## config.mk

```make
export PLATFORM = sky130hd
export DESIGN_NAME = cpu_interrupt_dispatch
export DESIGN_NICKNAME = d
export VERILOG_FILES = /design/src/irq_dispatch_pkg.sv /design/src/irq_flag_reg.sv /design/src/cpu_interrupt_dispatch.sv
export SDC_FILE = /design/constraint.sdc
export NUM_CORES = 1
export LEC_CHECK = 0
export ABC_CLOCK_PERIOD_IN_PS = 2800
export BUFFER_PORTS_ARGS = -buffer_cell sky130_fd_sc_hd__buf_2
export CORE_MARGIN = 10
export CORE_UTILIZATION = 45
export DETAILED_ROUTE_END_ITERATION = 12
export PLACE_DENSITY_LB_ADDON = 0.15
export SLEW_MARGIN = 25
export SYNTH_ARGS = -nofsm -noshare
export SYNTH_HDL_FRONTEND = slang
export SYNTH_HIERARCHICAL = 1
export SYNTH_SLANG_ARGS = --single-unit
```

## constraint.sdc

```tcl
create_clock -name mclk -period 2.8 [get_ports mclk]
set_input_delay 0.28 -clock mclk [delete_from_list [all_inputs] [get_ports mclk]]
set_output_delay 0.28 -clock mclk [all_outputs]
set_load 0.005 [all_outputs]
```

## src/irq_dispatch_pkg.sv

```systemverilog
package irq_dispatch_pkg;

    // ---------------------------------------------------------------
    // Register byte offsets
    // ---------------------------------------------------------------
    localparam logic [7:0] OFS_MAIN_CTRL = 8'h00;
    localparam logic [7:0] OFS_FLAG_A = 8'h04;
    localparam logic [7:0] OFS_FLAG_B = 8'h08;
    localparam logic [7:0] OFS_FLAG_C = 8'h0c;
    localparam logic [7:0] OFS_ENABLE_A = 8'h10;
    localparam logic [7:0] OFS_ENABLE_B = 8'h14;
    localparam logic [7:0] OFS_ENABLE_C = 8'h18;
    localparam logic [7:0] OFS_OPTION = 8'h1c;
    localparam logic [7:0] OFS_STATUS = 8'h20;

    // ---------------------------------------------------------------
    // Main control and option register fields, reset values
    // ---------------------------------------------------------------
    localparam int BIT_GLOBAL_EN = 7;
    localparam int BIT_PERIPH_GROUP_EN = 6;
    localparam int BIT_TMR_OVF_EN = 5;
    localparam int BIT_EXT_PIN_EN = 4;
    localparam int BIT_IOC_EN = 3;
    localparam int BIT_TMR_OVF_FLAG = 2;
    localparam int BIT_EXT_PIN_FLAG = 1;
    localparam int BIT_IOC_FLAG = 0;
    localparam int BIT_EDGE_SELECT = 0;
    localparam logic [7:0] MAIN_CTRL_RST = 8'h00;
    localparam logic [7:0] PERIPH_RST = 8'h00;
    localparam logic EDGE_SELECT_RST = 1'h1;

    // ---------------------------------------------------------------
    // Core timing and vector
    // ---------------------------------------------------------------
    localparam int PC_W = 15;
    localparam logic [PC_W-1:0] VECTOR_ADDR = 15'h0004;
    localparam logic [1:0] PHASE_Q1 = 2'h0;
    localparam logic [1:0] PHASE_Q4 = 2'h3;

    typedef enum logic [2:0] {
        ST_IDLE,
        ST_WAKE,
        ST_FLUSH,
        ST_SAVE,
        ST_VECTOR
    } dispatch_state_t;

endpackage

```

## src/irq_flag_reg.sv

```systemverilog
`timescale 1ns/1ps

module irq_flag_reg #(
    parameter int W = 8
) (
    // Clock and reset
    input wire logic mclk,
    input wire logic sys_rst,
    // Hardware set and software write
    input wire logic [W-1:0] setVec,
    input wire logic wrEn,
    input wire logic [W-1:0] wrData,
    // Flags
    output logic [W-1:0] flags
);

    logic [W-1:0] flags_r;
    logic [W-1:0] flags_nxt;

    // Set wins over a simultaneous software clear
    assign flags_nxt = (wrEn ? wrData : flags_r) | setVec;
    assign flags = flags_r;

    always_ff @(posedge mclk) begin
        if (sys_rst) begin
            flags_r <= '0;
        end else begin
            flags_r <= flags_nxt;
        end
    end

endmodule // irq_flag_reg

```

## src/cpu_interrupt_dispatch.sv

```systemverilog
`timescale 1ns/1ps

module cpu_interrupt_dispatch
    import irq_dispatch_pkg::*;
(
    // Clock and reset
    input wire logic mclk,
    input wire logic sys_rst,
    // AHB-Lite slave
    input wire logic hsel,
    input wire logic [31:0] haddr,
    input wire logic [1:0] htrans,
    input wire logic hwrite,
    input wire logic [2:0] hsize,
    input wire logic [31:0] hwdata,
    input wire logic hready,
    output logic hreadyout,
    output logic hresp,
    output logic [31:0] hrdata,
    // Event sources
    input wire logic tmrOvfEvent,
    input wire logic iocAnyPending,
    input wire logic [7:0] periphEventA,
    input wire logic [7:0] periphEventB,
    input wire logic [7:0] periphEventC,
    input wire logic extIrqPin,
    // Instruction sequencer
    input wire logic [PC_W-1:0] pcCurrent,
    input wire logic retfieExec,
    input wire logic sleepActive,
    output logic [1:0] cyclePhase,
    output logic irqRequest,
    output logic wakeRequest,
    output logic flushPrefetch,
    output logic pushPc,
    output logic [PC_W-1:0] pushPcValue,
    output logic saveShadow,
    output logic loadVector,
    output logic [PC_W-1:0] vectorAddr,
    output logic popPc,
    output logic restoreShadow,
    output logic globalIrqEnable
);

    // ---------------------------------------------------------------
    // Bus slave
    // ---------------------------------------------------------------
    logic wrPend_r;
    logic [7:0] wrAddr_r;
    logic [31:0] hrdata_r;
    logic [31:0] rdMux;
    wire addrPhase = hsel && htrans[1] && hready;
    wire wrCtrl = wrPend_r && (wrAddr_r == OFS_MAIN_CTRL);
    wire wrFlagA = wrPend_r && (wrAddr_r == OFS_FLAG_A);
    wire wrFlagB = wrPend_r && (wrAddr_r == OFS_FLAG_B);
    wire wrFlagC = wrPend_r && (wrAddr_r == OFS_FLAG_C);
    wire wrEnA = wrPend_r && (wrAddr_r == OFS_ENABLE_A);
    wire wrEnB = wrPend_r && (wrAddr_r == OFS_ENABLE_B);
    wire wrEnC = wrPend_r && (wrAddr_r == OFS_ENABLE_C);
    wire wrOption = wrPend_r && (wrAddr_r == OFS_OPTION);

    // Zero wait states, always OKAY
    assign hreadyout = 1'b1;
    assign hresp = 1'b0;
    assign hrdata = hrdata_r;

    always_ff @(posedge mclk) begin
        if (sys_rst) begin
            wrPend_r <= 1'b0;
            wrAddr_r <= 8'h00;
            hrdata_r <= 32'h0000_0000;
        end else begin
            wrPend_r <= addrPhase && hwrite;
            wrAddr_r <= haddr[7:0];
            if (addrPhase && !hwrite) begin
                hrdata_r <= rdMux;
            end
        end
    end

    // ---------------------------------------------------------------
    // Instruction cycle phase
    // ---------------------------------------------------------------
    logic [1:0] phase_r;
    wire atQ1 = (phase_r == PHASE_Q1);
    wire atQ4 = (phase_r == PHASE_Q4);
    assign cyclePhase = phase_r;

    always_ff @(posedge mclk) begin
        if (sys_rst) begin
            phase_r <= PHASE_Q1;
        end else begin
            phase_r <= phase_r + 2'h1;
        end
    end

    // ---------------------------------------------------------------
    // Main control register
    // ---------------------------------------------------------------
    logic [7:0] mainCtrl_r;
    logic [7:0] mainCtrl_nxt;
    logic edgeSel_r;
    logic gie_r;
    logic gie_nxt;
    logic takeIrq;
    wire peripheral_group_irq_enable = mainCtrl_r[BIT_PERIPH_GROUP_EN];
    wire extFlag = mainCtrl_r[BIT_EXT_PIN_FLAG];
    wire tmrFlag = mainCtrl_r[BIT_TMR_OVF_FLAG];

    // External pin: two-flop sync, then edge detect
    logic pinMeta_r;
    logic pinSync_r;
    logic pinLast_r;
    logic extEdgePend_r;
    wire pinRise = pinSync_r && !pinLast_r;
    wire pinFall = !pinSync_r && pinLast_r;
    wire pinEdge = edgeSel_r ? pinRise : pinFall;
    // Flag may only set in the fourth or first phase
    wire extSetWin = atQ4 || atQ1;
    wire extSet = (pinEdge || extEdgePend_r) && extSetWin;

    always_ff @(posedge mclk) begin
        // Chain shifts through reset, so a pin held high gives no false edge after it
        pinMeta_r <= extIrqPin;
        pinSync_r <= pinMeta_r;
        pinLast_r <= pinSync_r;
        if (sys_rst) begin
            extEdgePend_r <= 1'b0;
        end else begin
            extEdgePend_r <= (pinEdge || extEdgePend_r) && !extSetWin;
        end
    end

    // Flags: write value, hardware set ORed on top; IOC flag mirrors sources
    always_comb begin
        mainCtrl_nxt = mainCtrl_r;
        if (wrCtrl) begin
            mainCtrl_nxt = hwdata[7:0];
        end
        mainCtrl_nxt[BIT_GLOBAL_EN] = 1'b0;
        mainCtrl_nxt[BIT_TMR_OVF_FLAG] = mainCtrl_nxt[BIT_TMR_OVF_FLAG] | tmrOvfEvent;
        mainCtrl_nxt[BIT_EXT_PIN_FLAG] = mainCtrl_nxt[BIT_EXT_PIN_FLAG] | extSet;
        mainCtrl_nxt[BIT_IOC_FLAG] = iocAnyPending;
    end

    // Global enable: taking clears, return sets, else software
    always_comb begin
        gie_nxt = gie_r;
        if (wrCtrl) begin
            gie_nxt = hwdata[BIT_GLOBAL_EN];
        end
        if (retfieExec) begin
            gie_nxt = 1'b1;
        end
        if (takeIrq) begin
            gie_nxt = 1'b0;
        end
    end

    always_ff @(posedge mclk) begin
        if (sys_rst) begin
            mainCtrl_r <= MAIN_CTRL_RST;
            gie_r <= 1'b0;
            edgeSel_r <= EDGE_SELECT_RST;
        end else begin
            mainCtrl_r <= mainCtrl_nxt;
            gie_r <= gie_nxt;
            if (wrOption) begin
                edgeSel_r <= hwdata[BIT_EDGE_SELECT];
            end
        end
    end

    // ---------------------------------------------------------------
    // Peripheral flag and enable registers
    // ---------------------------------------------------------------
    logic [7:0] flagA;
    logic [7:0] flagB;
    logic [7:0] flagC;
    logic [7:0] enA_r;
    logic [7:0] enB_r;
    logic [7:0] enC_r;

    irq_flag_reg #(.W(8)) u_flag_a (
        .mclk(mclk), .sys_rst(sys_rst), .setVec(periphEventA),
        .wrEn(wrFlagA), .wrData(hwdata[7:0]), .flags(flagA)
    );
    irq_flag_reg #(.W(8)) u_flag_b (
        .mclk(mclk), .sys_rst(sys_rst), .setVec(periphEventB),
        .wrEn(wrFlagB), .wrData(hwdata[7:0]), .flags(flagB)
    );
    irq_flag_reg #(.W(8)) u_flag_c (
        .mclk(mclk), .sys_rst(sys_rst), .setVec(periphEventC),
        .wrEn(wrFlagC), .wrData(hwdata[7:0]), .flags(flagC)
    );

    always_ff @(posedge mclk) begin
        if (sys_rst) begin
            enA_r <= PERIPH_RST;
            enB_r <= PERIPH_RST;
            enC_r <= PERIPH_RST;
        end else begin
            if (wrEnA) begin
                enA_r <= hwdata[7:0];
            end
            if (wrEnB) begin
                enB_r <= hwdata[7:0];
            end
            if (wrEnC) begin
                enC_r <= hwdata[7:0];
            end
        end
    end

    // ---------------------------------------------------------------
    // Request gating
    // ---------------------------------------------------------------
    wire corePend = (tmrFlag && mainCtrl_r[BIT_TMR_OVF_EN])
        || (extFlag && mainCtrl_r[BIT_EXT_PIN_EN])
        || (mainCtrl_r[BIT_IOC_FLAG] && mainCtrl_r[BIT_IOC_EN]);
    wire periPend = peripheral_group_irq_enable && (|((flagA & enA_r) | (flagB & enB_r) | (flagC & enC_r)));
    wire anyEnabled = corePend || periPend;
    // Level while an enabled flag remains; an uncleared flag re-fires after return
    assign irqRequest = gie_r && anyEnabled;
    // Wake needs no global enable
    assign wakeRequest = sleepActive && anyEnabled;
    assign globalIrqEnable = gie_r;
    assign vectorAddr = VECTOR_ADDR;

    // ---------------------------------------------------------------
    // Dispatch sequence, one state per instruction cycle
    // ---------------------------------------------------------------
    dispatch_state_t state_r;
    dispatch_state_t state_nxt;
    logic [PC_W-1:0] pushPcValue_r;
    logic flush_r;
    logic push_r;
    logic load_r;
    logic ret_r;

    // Decided only at Q1, never on instruction length, so latency is fixed
    assign takeIrq = atQ1 && irqRequest && !sleepActive && (state_r == ST_IDLE);

    always_comb begin
        state_nxt = state_r;
        if (atQ1) begin
            unique case (state_r)
                ST_IDLE: begin
                    if (takeIrq) begin
                        state_nxt = ST_FLUSH;
                    end else if (sleepActive && irqRequest) begin
                        state_nxt = ST_WAKE;
                    end
                end
                ST_WAKE: begin
                    state_nxt = ST_IDLE;
                end
                ST_FLUSH: begin
                    state_nxt = ST_SAVE;
                end
                ST_SAVE: begin
                    state_nxt = ST_VECTOR;
                end
                ST_VECTOR: begin
                    state_nxt = ST_IDLE;
                end
            endcase
        end
    end

    always_ff @(posedge mclk) begin
        if (sys_rst) begin
            state_r <= ST_IDLE;
            pushPcValue_r <= '0;
            flush_r <= 1'b0;
            push_r <= 1'b0;
            load_r <= 1'b0;
            ret_r <= 1'b0;
        end else begin
            state_r <= state_nxt;
            flush_r <= takeIrq;
            push_r <= atQ1 && (state_r == ST_FLUSH);
            load_r <= atQ1 && (state_r == ST_SAVE);
            ret_r <= retfieExec;
            if (atQ1 && (state_r == ST_FLUSH)) begin
                pushPcValue_r <= pcCurrent;
            end
        end
    end

    assign flushPrefetch = flush_r;
    assign pushPc = push_r;
    assign saveShadow = push_r;
    assign pushPcValue = pushPcValue_r;
    assign loadVector = load_r;
    assign popPc = ret_r;
    assign restoreShadow = ret_r;

    // Register read mux; a read right after a write to it sees the old value
    always_comb begin
        rdMux = 32'h0000_0000;
        unique case (haddr[7:0])
            OFS_MAIN_CTRL: rdMux[7:0] = {gie_r, mainCtrl_r[6:0]};
            OFS_FLAG_A: rdMux[7:0] = flagA;
            OFS_FLAG_B: rdMux[7:0] = flagB;
            OFS_FLAG_C: rdMux[7:0] = flagC;
            OFS_ENABLE_A: rdMux[7:0] = enA_r;
            OFS_ENABLE_B: rdMux[7:0] = enB_r;
            OFS_ENABLE_C: rdMux[7:0] = enC_r;
            OFS_OPTION: rdMux[0] = edgeSel_r;
            OFS_STATUS: rdMux[5:0] = {state_r, phase_r, irqRequest};
            default: rdMux = 32'h0000_0000;
        endcase
    end
endmodule // cpu_interrupt_dispatch

```

After elaboration in Yosys (flattened, before gate mapping)
Cells that the tools add are included.

Register bits after elaboration: 102. Input port bits: 118. Output and inout port bits: 75. Logic and storage cells: 116.

Add/subtract/negate cells: 1. Equal/unequal tests: 21. Mux-type cells: 13. Bitwise operators: 10. Reductions and logical operators: 47.

Operator list (number): $eq 8x5->1 const B (8); $or 8x8->8 (5); $pmux 5 s8 (1); $eq 8x4->1 const B (4); $logic_and 1x1->1 (28); $and 8x8->8 (3); $mux 8 (3); $eq 8x3->1 const B (2); $logic_not 8->1 (2); $pmux 2 s7 (1); $pmux 3 s4 (1); $mux 3 (3); $pmux 1 s9 (1); $eq 8x6->1 const B (1); $reduce_or 8->1 (1); $eq 3x2->1 const B (2); $logic_not 1->1 (5); $logic_or 1x1->1 (5); $reduce_or 2->1 (2); $eq 3x1->1 const B (1); $eq 3x3->1 const B (1); $logic_not 3->1 (1); $mux 1 (3); $ne 3x2->1 const B (1); 6 further kinds (7).

Longest topological paths before layout
Gate-level depths: netlist (run 1).

Word-level depth: 12. Mapped depth: 9. Depth with buffers taken out: 7.

By module
The synthesis (run 1) kept the hierarchy.

Modules (own cells, without submodules): cpu_interrupt_dispatch (instances 1, cells each 441, area an instance 3856.2 um^2, seq. area each 1561.5 um^2); irq_flag_reg (instances 3, cells each 34, area an instance 325.3 um^2, seq. area each 160.2 um^2).

Worst setup path after synthesis (run 1)
Ideal clock, no wire load.

Kind: register -> register. Start point: register wrAddr_r[3]. End point: register gie_r, in the netlist globalIrqEnable. Setup time: 130 ps. Data arrival time: 1727 ps. Required time: 2670 ps. Slack: 943 ps. Stages on the path, launching flop included: 6. Path buffers: 0. Period minus slack after synthesis: 1857 ps. Cells stage by stage: dfxtp_1 or4_4 nor3_4 mux2_4 o21ai_2 a31oi_2.

Longest elaborated chain between the ends: 3.

Ends and longest elaborated chain: start: declaration (RTL line cpu_interrupt_dispatch.sv:49) `logic [7:0] wrAddr_r;`; start signal: assignment (RTL line cpu_interrupt_dispatch.sv:74) `wrAddr_r <= haddr[7:0];`; $logic_not 8->1 (RTL line cpu_interrupt_dispatch.sv:53) `wire wrCtrl = wrPend_r && (wrAddr_r == OFS_MAIN_CTRL);`; $logic_and 1x1->1 (RTL line cpu_interrupt_dispatch.sv:53); $reduce_bool 2->1 (no source line); end signal: assignment (RTL line cpu_interrupt_dispatch.sv:167) `gie_r <= gie_nxt;`; end: declaration (RTL line cpu_interrupt_dispatch.sv:103) `logic gie_r;`.

Every way passes these cells. A chain may end at the register's enable or synchronous reset.

Final worst setup path (run 1)
Start point: register u_flag_b.flags_r[7], in the netlist u_flag_b/flags[7]. End point: output port irqRequest.

Longest elaborated chain between the ends: 7.

Ends and longest elaborated chain: start: declaration (RTL line irq_flag_reg.sv:17) `logic [W-1:0] flags_r;`; start signal: assignment (RTL line irq_flag_reg.sv:28) `flags_r <= flags_nxt;`; $and 8x8->8 (RTL line cpu_interrupt_dispatch.sv:221) `wire periPend = peripheral_group_irq_enable && (|((flagA & enA_r) | (flagB & enB_r) | (flagC & enC_r)));`; $or 8x8->8 (2 in a row) (RTL line cpu_interrupt_dispatch.sv:221); $reduce_or 8->1 (RTL line cpu_interrupt_dispatch.sv:221); $logic_and 1x1->1 (RTL line cpu_interrupt_dispatch.sv:221); $logic_or 1x1->1 (RTL line cpu_interrupt_dispatch.sv:222) `wire anyEnabled = corePend || periPend;`; $logic_and 1x1->1 (RTL line cpu_interrupt_dispatch.sv:224) `assign irqRequest = gie_r && anyEnabled;`; end: declaration (RTL line cpu_interrupt_dispatch.sv:32) `output logic irqRequest,`.

Every way passes these cells.

==> results of run 1 <==
## per-stage QoR
step / area (µm²) / setup slack, ns / cells / utilization [%] / power (mW)
floorplan: 4980 / 0.943 / 582 / - / 1.73
detailed placement: 5330 / 0.647 / 766 / 51.2 / 1.81
global route: 5570 / 0.199 / 783 / 53.4 / 2.93
CTS: 5570 / 0.307 / 783 / 53.4 / 2.85
global placement: 5330 / 0.567 / 766 / 51.2 / 1.80
finish: 5570 / 0.330 / 783 / 53.4 / 2.83
## cells by family after synthesis
| family | count (synthesis) | synth area share, % |
|---|---|---|
| other | 2 | 0.155 |
| multiplexers | 69 | 14.5 |
| flip-flops | 102 | 42.3 |
| AND/OR/NAND/NOR | 161 | 16.9 |
| AO/OA/AOI/OAI | 112 | 14.6 |
| buffers and inverters | 96 | 11.3 |
| adder cells (fa/ha/maj) | 1 | 0.259 |
## Yosys cell counts (5+ instances only)
cell type / number / area [µm²]
sky130_fd_sc_hd__a22oi_1: 11 / 82.6
sky130_fd_sc_hd__nand4_1: 6 / 37.5
sky130_fd_sc_hd__inv_1: 30 / 113
sky130_fd_sc_hd__a22o_1: 5 / 43.8
sky130_fd_sc_hd__nor2_1: 40 / 150
sky130_fd_sc_hd__buf_4: 43 / 323
sky130_fd_sc_hd__a21oi_1: 49 / 245
sky130_fd_sc_hd__nand3_1: 16 / 80.1
sky130_fd_sc_hd__nor3_1: 6 / 30.0
sky130_fd_sc_hd__o21ai_0: 14 / 70.1
sky130_fd_sc_hd__dfxtp_1: 102 / 2040
sky130_fd_sc_hd__nor2b_1: 15 / 93.8
sky130_fd_sc_hd__buf_1: 6 / 22.5
sky130_fd_sc_hd__a221oi_1: 7 / 61.3
sky130_fd_sc_hd__clkbuf_1: 11 / 41.3
sky130_fd_sc_hd__nand2_1: 50 / 188
sky130_fd_sc_hd__mux2i_1: 64 / 641
## how the worst min path moves through the flow
stage	startpoint	endpoint	slack [ns]	cells after the start
after global placement	pinMeta_r	pinSync_r	0.31	0
final	iocAnyPending	mainCtrl_r[0]	0.11	2
after CTS	iocAnyPending	mainCtrl_r[0]	0.09	2
after floorplan	extIrqPin	pinMeta_r	0.31	0
after detailed placement	pinMeta_r	pinSync_r	0.32	0
after global routing	pcCurrent[11]	pushPcValue[11]	0.12	3
## flip-flops by register name (all words and copies together), names as in the netlist, 7 cells and up
register / flops
pushPcValue: 15
enA_r: 8
enB_r: 8
enC_r: 8
hrdata: 8
u_flag_a/flags: 8
u_flag_b/flags: 8
u_flag_c/flags: 8
wrAddr_r: 8
mainCtrl_r: 7
## power groups by stage
stage	Clock [mW]	Sequential [mW]	Combinational, mW
2_1_floorplan	0	1.55	0.182
3_3_place_gp	0	1.57	0.238
3_5_place_dp	0	1.57	0.245
4_1_cts	1.07	1.53	0.246
5_1_grt	1.11	1.54	0.277
6_report	1.04	1.53	0.249
## worst max-delay path, delay by kind of cell (launching register included)
family	cells	cell delay, ns
AO/OA/AOI/OAI	3	0.93
buffers and inverters	2	0.33
flip-flops	1	0.34
AND/OR/NAND/NOR	1	0.21
## layer usage
layer  vias up  global-route usage, %
li1       2012                      -
met1      1978                   21.6
met2       165                   28.9
met3        23                   5.16
met4         0                   5.90
met5         -                      0
## cell type report
cell class	instances	area, µm²
Clock buffer	11	141
Clock inverter	5	82.6
Fill cell	1041	4850
Inverter	31	116
Multi-Input combinational cell	384	2390
Sequential cell	102	2040
Tap cell	136	170
Timing Repair Buffer	114	623
## repair_timing
action	CTS	global route
hold buffers	1	0
gates resized for setup	0	0
endpoints found under the hold margin	1	0
==> impl_metrics.sql, run 1 <==
INSERT INTO impl_metrics (metric_group, metric, value, unit) VALUES
('status', 'run_status', 'completed', ''),
('floorplanning', 'pin_count', '193', ''),
('worst_setup_path', 'element_type_at_the_critical_path_end', 'output pin', ''),
('sta', 'finalSetupTns', '0', 'ns'),
('worst_setup_path', 'crit_start', 'u_flag_b/flags[7]', ''),
('floorplanning', 'area_of_the_placeable_core', '10400', 'µm²'),
('placement', 'port_buffers', '99', ''),
('route', 'wl_met1', '5.70', 'mm'),
('sta', 'setup_repair_after_global_routing_missed_its_margin', 'no', ''),
('route', 'wl_met2', '6.56', 'mm'),
('clocking', 'cts_setup_buffers', '0', ''),
('logic_synthesis', 'yosys_warnings', '6', ''),
('pwr', 'power.switching', '700', 'µW'),
('placement', 'dp_hpwl', '10.8', 'mm'),
('worst_setup_path', 'ff2ff_setup_slack', '0.72', 'ns'),
('clocking', 'cts_tree', 'built', ''),
('pwr', 'switching_share', '24.8', '%'),
('logic_synthesis', 'yosysSeqAreaShare', '42.3', '%'),
('pwr', 'pwr-share-clk', '36.9', '%'),
('worst_setup_path', 'worstRegToRegCells', '7', ''),
('global_routing', 'grt_resource_usage_total', '17.6', '%'),
('pwr', 'power.share.sequential', '54.3', '%'),
('logic_synthesis', 'synth_top_flop_cell', 'sky130_fd_sc_hd__dfxtp_1', ''),
('logic_synthesis', 'synthArstFlopShare', '0', '%'),
('route', 'length_of_routed_met3_wiring', '1.25', 'mm'),
('floorplanning', 'start_util', '46.4', '%'),
('worst_setup_path', 'crit_path_max_fanout', '4', ''),
('floorplanning', 'die_x', '124', 'µm'),
('global_routing', 'grt_max_degree', '52', ''),
('sta', 'finClkSkew', '0.0144', 'ns'),
('global_routing', 'globalRouteOverflowTotal', '0', ''),
('logic_synthesis', 'synth_enable_flop_cells', '0', ''),
('sta', 'worstMarginPinSlew', '0.861', 'ns'),
('clocking', 'cts_made_buffers', '9', ''),
('route', 'antenna_violating_nets_post_route', '0', ''),
('clocking', 'clk_transition_reported_paths', '0.10', 'ns'),
('clocking', 'cts_buffer_depth', '2', ''),
('sta', 'fin_crit', '2.47', 'ns'),
('sta', 'hold_viol_final', '0', ''),
('worst_setup_path', 'r2r-start', 'cyclePhase[0]', ''),
('global_routing', 'grt_pass1_wl', '21.3', 'mm'),
('worst_setup_path', 'path_cells', 'a22o_1, a221oi_1, nand4_1, o21ai_0, inv_1, buf_2', ''),
('route', 'routed_wl', '13.8', 'mm'),
('route', 'avgViaCountPerCell', '5.34', ''),
('final_layout', 'leading_cell_type_in_the_layout_fill_and_taps_excluded', 'sky130_fd_sc_hd__dfxtp_1', ''),
('logic_synthesis', 'synthesis.instances', '543', ''),
('logic_synthesis', 'avgSynthCellArea', '8.90', 'µm²'),
('pwr', 'power_density', '508', 'nW/µm²'),
('logic_synthesis', 'synth_cell_types', '54', ''),
('sta', 'relSlewSlack', '41.1', '%'),
('clocking', 'ctsRootBufferMaster', 'sky130_fd_sc_hd__clkbuf_8', ''),
('route', 'wire_per_inst', '17.6', 'µm'),
('clocking', 'clock_sinks', '102', ''),
('worst_setup_path', 'endpoint', 'irqRequest', ''),
('final_layout', 'syn2layout_area_growth', '15.2', '%'),
('route', 'route.vias.total', '4178', ''),
('clocking', 'insertion_delay', '0.38', 'ns'),
('route', 'drc_errors', '0', ''),
('worst_setup_path', 'crit_required', '2.52', 'ns'),
('global_routing', 'via_count_of_the_first_global_routing_pass', '4126', ''),
('final_layout', 'layout.nets', '761', ''),
('pwr', 'p_comb_share', '8.8', '%'),
('worst_setup_path', 'critical_path.slowest_cell', 'sky130_fd_sc_hd__o21ai_0', ''),
('final_layout', 'diodes', '0', ''),
('route', 'top_layer_used', 'met4', ''),
('logic_synthesis', 'syn_area', '4830', 'µm²'),
('floorplanning', 'die_area', '15300', 'µm²'),
('global_routing', 'antenna_found_initial', '0', ''),
('sta', 'fmax', '405', 'MHz'),
('final_layout', 'final_layout_size_suffix_gt1_share', '21.8', '%'),
('worst_setup_path', 'worst-endpoint-arrival', '2.19', 'ns');
Power figures use the tool's default switching activity.
==> run 2, diff against run 1 <==
--- a/config.mk
+++ b/config.mk
@@ -10,7 +10,10 @@
 export CORE_MARGIN = 10
 export CORE_UTILIZATION = 45
 export DETAILED_ROUTE_END_ITERATION = 12
+export HOLD_SLACK_MARGIN = 0.05
 export PLACE_DENSITY_LB_ADDON = 0.15
+export REMOVE_ABC_BUFFERS = 1
+export SETUP_SLACK_MARGIN = 0.02
 export SLEW_MARGIN = 25
 export SYNTH_ARGS = -nofsm -noshare
 export SYNTH_HDL_FRONTEND = slang
==> run 2 against run 1 <==
  * Wire length decreased by 0.22%
  * Largest cell class unchanged
  * Maximum frequency decreased by 4.4%
  * Setup slack got worse by 0.11 ns
  * Highest routed layer unchanged
  * First-iteration DRC count decreased by 9.9%
  * Largest power group unchanged
==> impl_metrics.sql, run 2 (synthesized netlist as in run 1, its figures left out) <==
INSERT INTO impl_metrics (metric_group, metric, value, unit) VALUES
('sta', 'layout_setup_ws', '0.217', 'ns'),
('global_routing', 'antenna_found_initial', '0', ''),
('pwr', 'pwr-share-clk', '37.2', '%'),
('route', 'route.vias.total', '4084', ''),
('pwr', 'p_leak', '2.48', 'nW'),
('route', 'drc_errors', '0', ''),
('floorplanning', 'pin_count', '193', ''),
('clocking', 'cts_made_buffers', '9', ''),
('final_layout', 'final_cells', '777', ''),
('worst_setup_path', 'worst-endpoint-arrival', '2.30', 'ns'),
('global_routing', 'grt_resource_usage_total', '17.0', '%'),
('sta', 'finClkSkew', '0.0110', 'ns'),
('final_layout', 'layout.nets', '755', ''),
('placement', 'gp_congestion', '0.963', ''),
('worst_setup_path', 'element_type_at_the_critical_path_end', 'output pin', ''),
('job', 'maxCapViolations', '0', ''),
('sta', 'report.final.setup_viol', '0', ''),
('global_routing', 'globalRouteOverflowTotal', '0', ''),
('final_layout', 'most-common-layout-cells', '102 x sky130_fd_sc_hd__dfxtp_1, 99 x sky130_fd_sc_hd__buf_2, 64 x sky130_fd_sc_hd__mux2i_1, 50 x sky130_fd_sc_hd__nand2_1, 49 x sky130_fd_sc_hd__a21oi_1', ''),
('global_routing', 'use_met1', '21.1', '%'),
('sta', 'worstMarginPinSlew', '0.735', 'ns'),
('global_routing', 'grt_pass1_wl', '20.6', 'mm'),
('status', 'run_status', 'completed', ''),
('pwr', 'power.share.sequential', '54.2', '%'),
('clocking', 'clk_transition_reported_paths', '0.11', 'ns'),
('worst_setup_path', 'worst_path_largest_cell_delay', '0.52', 'ns'),
('worst_setup_path', 'crit_required', '2.52', 'ns'),
('route', 'wire_per_inst', '17.7', 'µm'),
('final_layout', 'layout.filler_cells', '1023', ''),
('global_routing', 'gr-usage-met3', '4.30', '%'),
('floorplanning', 'start_util', '46.4', '%'),
('floorplanning', 'rows', '37', ''),
('clocking', 'insertion_delay', '0.37', 'ns'),
('pwr', 'switching_share', '25.4', '%'),
('clocking', 'cts_tree', 'built', ''),
('global_routing', 'via_count_of_the_first_global_routing_pass', '3984', ''),
('global_routing', 'grt_max_degree', '50', ''),
('sta', 'relSlewSlack', '50.8', '%'),
('placement', 'dp_hpwl', '10.6', 'mm'),
('floorplanning', 'fp.dieH', '124', 'µm'),
('placement', 'port_buffers', '99', ''),
('clocking', 'cts_setup_buffers', '0', ''),
('sta', 'finalSetupTns', '0', 'ns'),
('worst_setup_path', 'crit_path_max_fanout', '4', ''),
('route', 'routed_wl', '13.7', 'mm'),
('pwr', 'power.switching', '718', 'µW'),
('pwr', 'power_report.internal_total', '2.11', 'mW'),
('final_layout', 'leading_cell_type_in_the_layout_fill_and_taps_excluded', 'sky130_fd_sc_hd__dfxtp_1', ''),
('sta', 'setup_repair_after_global_routing_missed_its_margin', 'no', ''),
('global_routing', 'gr-usage-met2', '28.3', '%'),
('floorplanning', 'die_area', '15300', 'µm²'),
('sta', 'fmax', '387', 'MHz'),
('placement', 'detailedPlace.worstSlack', '0.529', 'ns'),
('floorplanning', 'die_x', '124', 'µm'),
('min_path', 'min_path_type', 'input pin to flip-flop', ''),
('floorplanning', 'area_of_the_placeable_core', '10400', 'µm²'),
('route', 'antenna_violating_nets_post_route', '0', ''),
('global_routing', 'grt.busiest_layer', 'met2', ''),
('pwr', 'fin_total_pwr', '2.83', 'mW'),
('final_layout', 'syn2layout_area_growth', '14.3', '%'),
('pwr', 'power_density', '512', 'nW/µm²'),
('sta', 'fin_crit', '2.58', 'ns'),
('placement', 'dp_cells', '760', ''),
('sta', 'hold_viol_final', '0', ''),
('final_layout', 'diodes', '0', ''),
('clocking', 'ctsRootBufferMaster', 'sky130_fd_sc_hd__clkbuf_8', ''),
('route', 'drt_iter0_drc', '290', ''),
('sta', 'finalMaxSlewViolations', '0', ''),
('sta', 'layout_worst_path_cycle_share', '92.2', '%'),
('worst_setup_path', 'critical_path.slowest_cell', 'sky130_fd_sc_hd__o21ai_0', ''),
('route', 'detail_route.first_pass.iterations', '4', ''),
('clocking', 'htree_num_levels', '3', ''),
('worst_setup_path', 'path_cells', 'a22o_1, a221oi_1, nand4_1, o21ai_0, inv_1, buf_2', ''),
('final_layout', 'final_layout_size_suffix_gt1_share', '21.2', '%'),
('pwr', 'p_comb_share', '8.6', '%'),
('final_layout', 'largest_register_ffs', '15', ''),
('clocking', 'clock_sinks', '102', ''),
('worst_setup_path', 'worst_setup_path_start_kind', 'flip-flop', ''),
('route', 'avgViaCountPerCell', '5.26', ''),
('worst_setup_path', 'crit_type', 'flip-flop to output pin', ''),
('clocking', 'post_cts_resized', '0', ''),
('clocking', 'cts_buffer_depth', '2', ''),
('final_layout', 'fin_util', '53.0', '%'),
('pwr', 'max-vdd-ir-drop', '0.224', 'mV');
## run 2: changes by cell type in the layout (fill, tap and decap cells not counted), sizes merged
cell,before,now
buf,113,107
clkbuf,11,9
clkinv,4,3
clkinvlp,0,1
inv,30,32
## run 2: timing repair
item,CTS,global route
hold buffers,1,0
endpoints found under the setup margin,0,0
hold endpoints to repair,1,0
## run 2: cell type report
cell class	instances	area [µm²]	area share (%)
Timing Repair Buffer	108	578	10.5
Sequential cell	102	2040	37.0
Inverter	31	116	2.11
Clock inverter	7	105	1.90
Clock buffer	9	124	2.24
Tap cell	136	170	3.08
Multi-Input combinational cell	384	2390	43.3
## run 2: power by group through the flow
stage	logic, mW	registers [mW]	clock network (mW)
2_1_floorplan	0.113	1.55	0
4_1_cts	0.241	1.53	1.07
5_1_grt	0.270	1.54	1.13
6_report	0.244	1.53	1.05
3_3_place_gp	0.234	1.56	0
3_5_place_dp	0.239	1.57	0
## run 2: path summary, 6_finish.rpt
kind         slack (ns)         startpoint  cells past startpoint            end
max reg2reg        0.71  u_flag_b/flags[7]                      6      hrdata[0]
max                0.22  u_flag_b/flags[7]                      6     irqRequest
min reg2reg        0.34          pinMeta_r                      0      pinSync_r
min                0.11      iocAnyPending                      2  mainCtrl_r[0]
## run 2: critical path: cells and delay by family, from the launching register on
kind                   cells  cell delay (ns)
flip-flops                 1             0.34
AO/OA/AOI/OAI              3             1.06
AND/OR/NAND/NOR            1             0.16
buffers and inverters      2             0.36
## run 2: layer usage
metal | part of all wire (%) | wire length (µm)
met2 | 48 | 6600
met1 | 43 | 5900
met3 | 7.8 | 1070
met4 | 1.1 | 154
met5 | 0 | 0
## run 2: stage by stage
stage | area [µm²] | hold WS, ns
3_5_place_dp | 5290 | 0.316
6_report | 5530 | 0.112
2_1_floorplan | 4550 | 0.308
3_3_place_gp | 5290 | 0.312
5_1_grt | 5530 | 0.0976
4_1_cts | 5530 | 0.0985
==> run 3, diff against run 2 <==
--- a/config.mk
+++ b/config.mk
@@ -11,11 +11,11 @@
 export CORE_UTILIZATION = 45
 export DETAILED_ROUTE_END_ITERATION = 12
 export HOLD_SLACK_MARGIN = 0.05
-export PLACE_DENSITY_LB_ADDON = 0.15
+export PLACE_DENSITY = 0.74
+export RECOVER_POWER = 50
 export REMOVE_ABC_BUFFERS = 1
 export SETUP_SLACK_MARGIN = 0.02
 export SLEW_MARGIN = 25
 export SYNTH_ARGS = -nofsm -noshare
 export SYNTH_HDL_FRONTEND = slang
-export SYNTH_HIERARCHICAL = 1
 export SYNTH_SLANG_ARGS = --single-unit
==> run 3 against run 2 <==
  * Critical path depth unchanged
  * Critical endpoint unchanged
  * Largest cell class unchanged
  * Wire length up 2.1%
  * Largest power group unchanged
  * Via count up 2.9%
==> impl_metrics.sql, run 3 <==
INSERT INTO impl_metrics (metric_group, metric, value, unit) VALUES
('status', 'run_status', 'completed', ''),
('sta', 'report.final.setup_viol', '0', ''),
('logic_synthesis', 'synthesis.instances', '551', ''),
('sta', 'layout_worst_path_cycle_share', '90.5', '%'),
('sta', 'fin_crit', '2.53', 'ns'),
('logic_synthesis', 'avgSynthCellArea', '8.89', 'µm²'),
('worst_setup_path', 'timing.critical_path.buf_inv', '2', ''),
('clocking', 'ctsRootBufferMaster', 'sky130_fd_sc_hd__clkbuf_8', ''),
('sta', 'worstMarginPinSlew', '1.17', 'ns'),
('final_layout', 'final_layout_size_suffix_gt1_share', '18.5', '%'),
('sta', 'finalSetupTns', '0', 'ns'),
('min_path', 'min_path_type', 'input pin to flip-flop', ''),
('sta', 'setup_repair_after_global_routing_missed_its_margin', 'no', ''),
('sta', 'hold_viol_final', '0', ''),
('logic_synthesis', 'yosysSeqAreaShare', '41.7', '%'),
('sta', 'finalMaxSlewViolations', '0', ''),
('final_layout', 'most-common-layout-cells', '102 x sky130_fd_sc_hd__dfxtp_1, 68 x sky130_fd_sc_hd__buf_2, 65 x sky130_fd_sc_hd__nand2_1, 50 x sky130_fd_sc_hd__a21oi_1, 45 x sky130_fd_sc_hd__mux2i_1', ''),
('floorplanning', 'area_of_the_placeable_core', '10700', 'µm²'),
('sta', 'finClkSkew', '0.00757', 'ns'),
('final_layout', 'largest_register_ffs', '15', ''),
('placement', 'dp_cells', '773', ''),
('clocking', 'post_cts_resized', '0', ''),
('floorplanning', 'rows', '38', ''),
('logic_synthesis', 'synth_enable_flop_cells', '0', ''),
('logic_synthesis', 'netlist_top_cells_count', '102 x sky130_fd_sc_hd__dfxtp_1, 65 x sky130_fd_sc_hd__nand2_1, 50 x sky130_fd_sc_hd__a21oi_1', ''),
('route', 'avgViaCountPerCell', '5.32', ''),
('placement', 'dp_hpwl', '10.6', 'mm'),
('clocking', 'clock_sinks', '102', ''),
('pwr', 'power_density', '493', 'nW/µm²'),
('placement', 'detailedPlace.worstSlack', '0.516', 'ns'),
('worst_setup_path', 'path_cells', 'a22oi_1, nand2_1, or2_2, o21ai_0, inv_1, buf_2', ''),
('route', 'drc_errors', '0', ''),
('pwr', 'power.switching', '682', 'µW'),
('final_layout', 'layout.nets', '764', ''),
('pwr', 'fin_total_pwr', '2.72', 'mW'),
('pwr', 'max-vdd-ir-drop', '0.288', 'mV'),
('pwr', 'switching_share', '25.1', '%'),
('route', 'wire_per_inst', '17.7', 'µm'),
('final_layout', 'diodes', '0', ''),
('global_routing', 'grt_pass1_wl', '21.8', 'mm'),
('route', 'antenna_violating_nets_post_route', '0', ''),
('worst_setup_path', 'crit_required', '2.52', 'ns'),
('placement', 'port_buffers', '99', ''),
('route', 'drt_iter0_drc', '358', ''),
('clocking', 'clk_transition_reported_paths', '0.10', 'ns'),
('final_layout', 'fin_util', '51.3', '%'),
('worst_setup_path', 'worst-endpoint-arrival', '2.25', 'ns'),
('route', 'route.vias.total', '4202', ''),
('global_routing', 'gr-usage-met2', '28.2', '%'),
('floorplanning', 'die_x', '124', 'µm'),
('floorplanning', 'die_area', '15500', 'µm²'),
('logic_synthesis', 'synth_top_flop_cell', 'sky130_fd_sc_hd__dfxtp_1', ''),
('floorplanning', 'start_util', '45.6', '%'),
('worst_setup_path', 'worst_setup_path_start_kind', 'flip-flop', ''),
('worst_setup_path', 'worst_path_largest_cell_delay', '0.44', 'ns'),
('job', 'maxCapViolations', '0', ''),
('pwr', 'p_comb_share', '9.1', '%'),
('final_layout', 'syn2layout_area_growth', '12.6', '%'),
('logic_synthesis', 'synthMostInstantiatedCell', 'sky130_fd_sc_hd__dfxtp_1', ''),
('min_path', 'worstHoldStart', 'periphEventB[1]', ''),
('logic_synthesis', 'syn_area', '4900', 'µm²'),
('clocking', 'cts_setup_buffers', '0', ''),
('final_layout', 'final_cells', '790', ''),
('floorplanning', 'fp.dieH', '124', 'µm'),
('sta', 'relSlewSlack', '21.9', '%'),
('placement', 'post_dp_cell_area', '5360', 'µm²'),
('clocking', 'cts_tree', 'built', ''),
('worst_setup_path', 'worstRegToRegCells', '6', ''),
('global_routing', 'use_met1', '20.3', '%'),
('sta', 'fin_hold_ws', '0.116', 'ns'),
('global_routing', 'grt_resource_usage_total', '17.0', '%'),
('logic_synthesis', 'synthArstFlopShare', '0', '%'),
('pwr', 'power_report.internal_total', '2.04', 'mW'),
('global_routing', 'antenna_found_initial', '0', ''),
('worst_setup_path', 'cp_top_family', 'compound AO/OA/AOI/OAI gates', ''),
('route', 'routed_wl', '14.0', 'mm'),
('placement', 'gp_congestion', '0.973', ''),
('global_routing', 'gr-usage-met3', '4.55', '%'),
('logic_synthesis', 'post-synth-top-area-cell', 'sky130_fd_sc_hd__dfxtp_1', ''),
('logic_synthesis', 'synth_seq_cells', '102', ''),
('logic_synthesis', 'synth_cell_types', '51', ''),
('worst_setup_path', 'ff2ff_setup_slack', '0.50', 'ns'),
('clocking', 'cts_made_buffers', '9', ''),
('sta', 'fmax', '395', 'MHz'),
('logic_synthesis', 'synthTopCellsByArea', 'sky130_fd_sc_hd__dfxtp_1 42%, sky130_fd_sc_hd__mux2i_1 9.2%, sky130_fd_sc_hd__buf_4 6.6%', ''),
('clocking', 'insertion_delay', '0.37', 'ns'),
('worst_setup_path', 'r2r-start', 'wrAddr_r[3]', ''),
('pwr', 'pwr-share-clk', '34.5', '%'),
('logic_synthesis', 'yosys_warnings', '0', ''),
('clocking', 'cts_hold_buffers', '1', ''),
('worst_setup_path', 'element_type_at_the_critical_path_end', 'output pin', ''),
('final_layout', 'layout.cell_area.non_filler', '5520', 'µm²'),
('min_path', 'worstHoldEndpoint', 'u_flag_b.flags[1]', ''),
('worst_setup_path', 'crit_type', 'flip-flop to output pin', ''),
('global_routing', 'grt_max_degree', '49', ''),
('global_routing', 'via_count_of_the_first_global_routing_pass', '4199', ''),
('floorplanning', 'pin_count', '193', ''),
('logic_synthesis', 'post-synth-top-area-fraction', '41.7', '%'),
('clocking', 'htree_num_levels', '3', ''),
('global_routing', 'globalRouteOverflowTotal', '0', ''),
('pwr', 'p_leak', '2.26', 'nW'),
('worst_setup_path', 'reg2reg_to', 'u_flag_b.flags[2]', ''),
('route', 'detail_route.first_pass.iterations', '5', ''),
('pwr', 'power.share.sequential', '56.4', '%'),
('clocking', 'cts_buffer_depth', '2', ''),
('min_path', 'hold_path_depth', '3', ''),
('final_layout', 'leading_cell_type_in_the_layout_fill_and_taps_excluded', 'sky130_fd_sc_hd__dfxtp_1', ''),
('worst_setup_path', 'crit_path_max_fanout', '4', ''),
('sta', 'layout_setup_ws', '0.267', 'ns'),
('global_routing', 'grt.busiest_layer', 'met2', ''),
('worst_setup_path', 'critical_path.slowest_cell', 'sky130_fd_sc_hd__o21ai_0', '');
## run 3: cell types whose count changed after synthesis, moves of 6 or more
cell and change:
sky130_fd_sc_hd__mux2i_1 -19, sky130_fd_sc_hd__nand2_1 +15, sky130_fd_sc_hd__a211oi_1 +10, sky130_fd_sc_hd__and2b_2 +6
sky130_fd_sc_hd__inv_1 -6, sky130_fd_sc_hd__nand3_1 -6
## run 3: per-layer routing
layer,vias up,wire [µm],share of wire [%]
met1,1976,5780,41
met3,30,1060,7.5
met4,0,390,2.8
li1,2025,-,-
met5,-,0,0
met2,171,6780,48
## run 3: cell families after synthesis
group,synth area share [%]
simple gates,19.8
compound gates,14.7
flops,41.7
buf+inv,11.0
mux,12.4
other cells,0.153
fa+ha+maj,0.255
## run 3: worst reg2reg max path: stages, from the launching register on
cell                       delay (ns)
sky130_fd_sc_hd__dfxtp_1         0.42
sky130_fd_sc_hd__or3b_4          0.43
sky130_fd_sc_hd__nor4b_4         0.52
sky130_fd_sc_hd__buf_4           0.28
sky130_fd_sc_hd__and2b_2         0.23
sky130_fd_sc_hd__a211oi_1        0.22
sky130_fd_sc_hd__nor2_1          0.07
## run 3: layout make-up
cell class | count | area, µm²
Fill cell | 1033 | 5230
Multi-Input combinational cell | 397 | 2470
Sequential cell | 102 | 2040
Timing Repair Buffer | 111 | 543
Tap cell | 140 | 175
Clock buffer | 11 | 141
Inverter | 24 | 90.1
Clock inverter | 5 | 58.8
## run 3: worst max-delay path by stage
stage	start	slack [ns]	to	depth (start not counted)
2_1_floorplan	wrAddr_r[5]	0.49	globalIrqEnable	5
3_3_place_gp	wrAddr_r[3]	0.58	u_flag_b.flags[0]	6
3_5_place_dp	wrAddr_r[3]	0.52	u_flag_b.flags[2]	6
4_1_cts	mainCtrl_r[2]	0.31	irqRequest	6
5_1_grt	u_flag_c.flags[1]	0.10	irqRequest	6
6_report	mainCtrl_r[2]	0.27	irqRequest	6
## run 3: power groups by stage
stage / logic [mW] / registers, mW / clock network (mW)
6_report: 0.247 / 1.53 / 0.937
5_1_grt: 0.275 / 1.54 / 1.01
4_1_cts: 0.245 / 1.53 / 0.951
3_5_place_dp: 0.243 / 1.57 / 0
3_3_place_gp: 0.236 / 1.57 / 0
2_1_floorplan: 0.118 / 1.55 / 0
